--- src/verilog/ppm_regs.svh ---
// constants for the parallel-port pin function mux
`ifndef PPM_REGS_SVH
`define PPM_REGS_SVH

// ****************************************
// pin function encodings and reset values
// ****************************************
`define PPM_NUM_CS 3
`define PPM_NUM_PINS 4
`define PPM_CS_IDLE 3'h7
`define PPM_OE_OFF 4'h0
`define PPM_DIR_RESET 4'h0
`define PPM_OUT_RESET 4'h0
`define PPM_SYNC_STAGES 2
`define PPM_PIN_READY 0
`define PPM_PIN_CS0 1

`endif

--- src/verilog/ppm_pkg.sv ---
// types for the parallel-port pin function mux
package ppm_pkg;

  // gpio comes first so a low strap maps to it
  typedef enum logic {
    PPM_FN_GPIO,
    PPM_FN_EMIF
  } ppm_func_t;

  typedef enum logic {
    PPM_ACC_IDLE,
    PPM_ACC_CHECK
  } ppm_acc_t;

endpackage

--- src/verilog/ppm_pin_mux.sv ---
// parallel-port pin function mux: gpio or memory-interface chip selects and ready
`timescale 1ns/1ps
`include "ppm_regs.svh"

// Operation
// strap low during reset selects gpio; strap high selects memory-interface pins.
// chosen pin function takes effect when reset is released.
// pins in gpio function come up as inputs after reset; code loads gpio_dir into dir_q on the release edge instead.
// chip selects float during reset, then drive logic 1.
// three chip-select outputs, one per memory space, each on its own pin.
// external device drives ready high when done, low while not ready.
// ready sampled low extends the access one cycle and samples again.
// internal pull-up on ready, software can disable it via bus control register.
// ready shares a pin with gpio, chosen by strap high during reset.
// latched pin function stays fixed until the next reset release.
module ppm_pin_mux
  import ppm_pkg::*;
(
  input wire logic clk,
  input wire logic rst_n,
  input wire logic function_strap_pin,
  input wire logic par_io_bit23_in,
  output logic par_io_bit23_out,
  output logic par_io_bit23_oe,
  input wire logic par_io_bit24_in,
  output logic par_io_bit24_out,
  output logic par_io_bit24_oe,
  input wire logic par_io_bit25_in,
  output logic par_io_bit25_out,
  output logic par_io_bit25_oe,
  input wire logic par_io_bit26_in,
  output logic par_io_bit26_out,
  output logic par_io_bit26_oe,
  output logic ready_pullup_en,
  input wire logic ext_bus_ctrl_pullup_dis,
  input wire logic [`PPM_NUM_PINS-1:0] gpio_dir,
  input wire logic [`PPM_NUM_PINS-1:0] gpio_out,
  output logic [`PPM_NUM_PINS-1:0] gpio_in,
  input wire logic [`PPM_NUM_CS-1:0] mem_cs_n,
  input wire logic mem_access_start,
  output logic mem_wait,
  output logic mem_access_done,
  output logic emif_mode
);

  // ****************************************
  // pin input synchronisers
  // ****************************************
  logic [`PPM_NUM_PINS:0] pins_raw;
  logic [`PPM_NUM_PINS:0] pins_sync;
  logic strap_sync;
  logic ready_sync;

  assign pins_raw = {function_strap_pin, par_io_bit26_in, par_io_bit25_in,
                     par_io_bit24_in, par_io_bit23_in};

  ppm_sync #(
    .WIDTH(`PPM_NUM_PINS + 1)
  ) u_sync (
    .clk(clk),
    .async_in(pins_raw),
    .sync_out(pins_sync)
  );

  assign strap_sync = pins_sync[`PPM_NUM_PINS];
  assign ready_sync = pins_sync[`PPM_PIN_READY];

  // ****************************************
  // strap capture
  // ****************************************
  // the strap is caught on the first edge after release; reset itself can
  // only load constants, so pins stay released (oe low) until then
  ppm_func_t mode;
  logic latched;

  always_ff @(posedge clk or negedge rst_n) begin
    if (!rst_n) begin
      latched <= 1'b0;
    end else begin
      latched <= 1'b1;
    end
  end

  always_ff @(posedge clk or negedge rst_n) begin
    if (!rst_n) begin
      mode <= PPM_FN_GPIO;
    end else if (!latched) begin
      mode <= ppm_func_t'(strap_sync);
    end
  end
  // later strap activity is ignored until the next reset R10

  assign emif_mode = latched && (mode == PPM_FN_EMIF);

  // ****************************************
  // gpio direction and data
  // ****************************************
  logic [`PPM_NUM_PINS-1:0] dir_q;
  logic [`PPM_NUM_PINS-1:0] out_q;

  always_ff @(posedge clk or negedge rst_n) begin
    if (!rst_n) begin
      dir_q <= `PPM_DIR_RESET;
      out_q <= `PPM_OUT_RESET;
    end else begin
      dir_q <= gpio_dir;
      out_q <= gpio_out;
    end
  end

  always_ff @(posedge clk or negedge rst_n) begin
    if (!rst_n) begin
      gpio_in <= `PPM_OUT_RESET;
    end else begin
      gpio_in <= pins_sync[`PPM_NUM_PINS-1:0];
    end
  end

  // ****************************************
  // chip selects
  // ****************************************
  logic [`PPM_NUM_CS-1:0] cs_q;

  always_ff @(posedge clk or negedge rst_n) begin
    if (!rst_n) begin
      cs_q <= `PPM_CS_IDLE;
    end else if (!latched) begin
      cs_q <= `PPM_CS_IDLE;
    end else begin
      cs_q <= mem_cs_n;
    end
  end

  // ****************************************
  // pad drivers
  // ****************************************
  logic [`PPM_NUM_PINS-1:0] pad_oe;
  logic [`PPM_NUM_PINS-1:0] pad_out;

  always_comb begin
    pad_oe = `PPM_OE_OFF;
    pad_out = out_q;
    if (latched) begin
      if (mode == PPM_FN_EMIF) begin
        pad_oe = {{`PPM_NUM_CS{1'b1}}, 1'b0};
        pad_out = {cs_q, 1'b0};
      end else begin
        pad_oe = dir_q;
      end
    end
  end

  assign par_io_bit23_out = pad_out[0];
  assign par_io_bit23_oe = pad_oe[0];
  assign par_io_bit24_out = pad_out[1];
  assign par_io_bit24_oe = pad_oe[1];
  assign par_io_bit25_out = pad_out[2];
  assign par_io_bit25_oe = pad_oe[2];
  assign par_io_bit26_out = pad_out[3];
  assign par_io_bit26_oe = pad_oe[3];

  // ****************************************
  // ready pull-up
  // ****************************************
  // the pull-up keeps an unconnected ready high so accesses never stall
  always_ff @(posedge clk or negedge rst_n) begin
    if (!rst_n) begin
      ready_pullup_en <= 1'b0;
    end else begin
      ready_pullup_en <= emif_mode && !ext_bus_ctrl_pullup_dis;
    end
  end

  // ****************************************
  // wait extension
  // ****************************************
  // in gpio function there is no ready pin, so accesses are never extended
  ppm_acc_t acc_state;
  logic ready_eff;

  assign ready_eff = emif_mode ? ready_sync : 1'b1;

  always_ff @(posedge clk or negedge rst_n) begin
    if (!rst_n) begin
      acc_state <= PPM_ACC_IDLE;
    end else begin
      unique case (acc_state)
        PPM_ACC_IDLE: begin
          if (mem_access_start) begin
            acc_state <= PPM_ACC_CHECK;
          end
        end
        PPM_ACC_CHECK: begin
          if (ready_eff) begin
            acc_state <= PPM_ACC_IDLE;
          end
        end
      endcase
    end
  end

  assign mem_access_done = (acc_state == PPM_ACC_CHECK) && ready_eff;
  assign mem_wait = (acc_state == PPM_ACC_CHECK) && !ready_eff;
endmodule

--- src/verilog/ppm_sync.sv ---
// two-flop synchroniser for pin inputs
`timescale 1ns/1ps

module ppm_sync #(
  parameter int WIDTH = 1
) (
  input wire logic clk,
  input wire logic [WIDTH-1:0] async_in,
  output logic [WIDTH-1:0] sync_out
);

  // ****************************************
  // synchroniser stages
  // ****************************************
  // no reset: the chain keeps tracking the pin while reset is held, so the
  // strap level is already settled when reset is released
  logic [WIDTH-1:0] stage1;

  generate
    if (WIDTH < 1) begin : g_bad_width
      $error("ppm_sync: WIDTH must be at least 1");
    end
  endgenerate

  always_ff @(posedge clk) begin
    stage1 <= async_in;
  end

  always_ff @(posedge clk) begin
    sync_out <= stage1;
  end

endmodule
--- config.mk ---
export PLATFORM = sky130hd
export DESIGN_NAME = ppm_pin_mux
export DESIGN_NICKNAME = d
export VERILOG_FILES = /design/src/verilog/ppm_pkg.sv /design/src/verilog/ppm_pin_mux.sv /design/src/verilog/ppm_sync.sv
export VERILOG_INCLUDE_DIRS = /design/src /design/src/verilog
export SDC_FILE = /design/constraint.sdc
export NUM_CORES = 1
export LEC_CHECK = 0
export ABC_CLOCK_PERIOD_IN_PS = 1400
export BUFFER_PORTS_ARGS = -buffer_cell sky130_fd_sc_hd__buf_2
export CORE_MARGIN = 2
export CORE_UTILIZATION = 44
export CTS_CLUSTER_SIZE = 20
export DETAILED_ROUTE_END_ITERATION = 10
export GPL_TIMING_DRIVEN = 0
export PLACE_DENSITY = 0.8
export RECOVER_POWER = 25
export SKIP_CTS_REPAIR_TIMING = 1
export SLEW_MARGIN = 20
export SYNTH_ARGS = -nofsm -noshare
export SYNTH_HDL_FRONTEND = slang
export SYNTH_SLANG_ARGS = --single-unit
--- constraint.sdc ---
create_clock -name clk -period 1.4 [get_ports clk]
set_clock_uncertainty 0.15 [all_clocks]
set_input_delay 0 -clock clk [delete_from_list [all_inputs] [get_ports clk]]
set_output_delay 0 -clock clk [all_outputs]
set_load 0.1 [all_outputs]
==> results.md <==
- Count of pins over their slew limit: 0
- Final Routed Wirelength: approximately 2000 um
- Final instance area: 1500 um2
- Via count: 632
- Cell Rows: 15
- Max Cap Viol: 0
- FF-to-FF path depth: 5
- Final Util: 0.852
- Cell with the most instances after synthesis: dfrtp_1
- RR Endpoint: mode$_DFFE_PN0N_
- First-pass GRT wire length: 1780 um
- CP Launch Type: flop
- Clk Latency, worst-skew pair: 0.31 ns
- Largest area contributor in the netlist: dfrtp_1
- Die Width: 47.9 um
- Final Net Count: 139
- Die height: 47.9 um
- Clock tree buffer depth: 2
- Pwr/cell area: 1220 nW/um2
- Post-DR wirelength/cell: 13.7 um
- Share of layout cells above drive strength 1: 0.517
- Tot GR Track Use: 0.125
- Min Tclk post-route: ~1.6 ns
- Clock buffer count from CTS: 5
- Critical path capture point: par_io_bit26_out
- Final Wtd Congestion: 0.624
- Port buffer count: 35
- Lkg Pwr: 0.000722 uW
- Residual DRC: 0
- CTS tree: yes
- Largest net degree at the start of global routing: 20
- FF-to-FF Start: latched$_DFF_PN0_
- Post-synth EDFFs: 0
- Top cell type's share of synthesized area: 0.471
- Worst Path Required: 1.25 ns
- Sequential area share after synthesis: 0.800
- Synth warn: 0
- Final period util: 1.12
- Setup ws final: -0.170 ns
- Dpl hpwl: 897 um
- # placed instances: 112
- Mapped Nets: between 70 and 80
- Violated checks: negative setup slack
- H-Tree Level Count: 2
- Core Region: 1760 um2
- Synth cell types: 15
- Vias in the first global route: 464
- R2r setup slk: 0.16 ns
- Top cells by area, synth: dfrtp_1 (47%), dfxtp_1 (24%), dfstp_2 (9.3%), mux2_4 (5.3%), o21a_1 (3.5%)
- Clock-pin slew on the worst setup and hold paths: 0.09 ns
- Register bit total from synthesis: 29
- DR iter-0 viols: 5
- Synthesis-to-finish area growth: 76.9%
- Min-Delay Path Class: input pin to asynchronous set/reset pin
- F_max: 637 MHz
- Dpl cell area: 1060 um2
- # IOs: 36
- Most instantiated cells after synthesis: dfrtp_1 (16), dfxtp_1 (10), nand2b_1 (4), o21a_1 (4)
- Starting Density: 0.482
- Register area: 681 um2
- RSZ-0062 raised after global routing: yes
- GRT Residual Overflow: 0
- Total clock sinks: 29
- Data arrival time of the critical path: 1.42 ns
- Top_reg_cell synth: dfrtp_1
- Critical path class: flop to output pin
- Filler cell count: 86
- Setup-failing EPs final: 8
- Initial antenna violation count: 0
- Mean post-synth cell area: 16.3 um2
- Pre-CTS setup slack: 0.0110 ns
- Pre-antenna DRT Iters: 4
- Hold Violations, Final: 0
- Layout Cells excl Fill: 145
- Antenna cells: 0
- Post-Synthesis Cells: 52
- Worst VDD drop: 0.000950 V
- Outcome: complete, but fails checks
- Mapped Area: ~850 um2
- Multi-input combinational cell area: approximately 180 um2
- Setup crit end kind: output pin
- CP startpoint: latched$_DFF_PN0_
- CTS root buffer: clkbuf_4
- Full die area: roughly 2300 um2
- Vias per cell: 4.36
- ANT nets after route: 0
- CP max FO: 9
- Ys async rst share: 0.655
- Worst hold slack: 0.0125 ns
## power by group
| part | total [uW] | switching [uW] | leakage, uW | internal, uW |
|---|---|---|---|---|
| logic | 482 | 307 | 0.000386 | 175 |
| clock network | 451 | 260 | 0.0000320 | 191 |
| registers | 901 | 19.7 | 0.000304 | 881 |
| total | 1830 | 587 | 0.000722 | 1250 |
## cell families (layout without fill, tap and decap cells)
family / after synthesis / after routing / synth area share
other cells: 1 / 1 / 0.00441
buf+inv: 4 / 71 / 0.0221
flops: 29 / 29 / 0.800
compound gates: 6 / 6 / 0.0486
mux: 3 / 3 / 0.0530
simple gates: 9 / 10 / 0.0722
## cell usage in the layout, fill, tap and decap left out
cell type,count
and3b_2,1
dfstp_2,3
mux2_4,3
clkbuf_1,1
clkbuf_4,5
o21ai_0,1
o21a_2,1
inv_2,1
buf_4,5
nand2b_1,4
buf_2,24
dlygate4sd3_1,19
dfrtp_2,1
buf_8,1
clkinv_2,2
nand2_4,1
conb_1,1
and2_2,1
buf_6,4
o21a_1,3
inv_1,2
nand2_8,1
nor2_4,1
dfrtp_1,15
nor2_1,1
o22ai_1,1
buf_12,7
dfxtp_1,10
## cell type report
class                      instances  area share
clock buffer                       6      0.0275
inverter                           3     0.00749
sequential                        29       0.453
tap                               25      0.0208
clock inverter                     2     0.00666
buffer                             1     0.00749
multi-input combinational         20       0.120
timing repair buffer              59       0.357
## worst max-delay path, stage by stage (launching register included)
cell and delay (ns):
dfrtp_1 0.39, buf_6 0.15, nand2_8 0.08, mux2_4 0.32, buf_12 0.17
## per-stage QoR
stage	TNS, ns	total power, uW
after CTS	-2.61	1700
after global placement	0	1250
after detailed placement	0	1260
after floorplan	-0.105	1190
after global routing	-1.33	1910
final	-0.758	1830
## sequential cells by signal (all words and copies together), names as in the netlist
name	count
ready_pullup_en	1
cs_q	3
dir_q	4
gpio_in	4
out_q	4
u_sync.stage1	5
mode	1
acc_state	1
latched	1
u_sync.sync_out	5
## routing by layer
metal | global-route usage | up-vias | share of wire
met4 | 0.0973 | 0 | 0.033
met1 | 0.121 | 293 | 0.37
li1 | - | 301 | -
met5 | 0 | - | 0
met2 | 0.195 | 30 | 0.52
met3 | 0.0717 | 8 | 0.072
## worst min-delay path by stage
stage / startpoint / to / slack, ns / cells after the start
final: rst_n / gpio_in[0]$_DFF_PN0_ / 0.01 / 2
after floorplan: rst_n / acc_state$_DFF_PN0_ / -0.45 / 0
after CTS: rst_n / out_q[0]$_DFF_PN0_ / -0.55 / 1
after global placement: rst_n / gpio_in[0]$_DFF_PN0_ / -0.20 / 1
after global routing: rst_n / gpio_in[0]$_DFF_PN0_ / 0.05 / 2
after detailed placement: rst_n / ready_pullup_en$_DFF_PN0_ / -0.21 / 1
No activity file was read; power rests on OpenSTA's default activity.
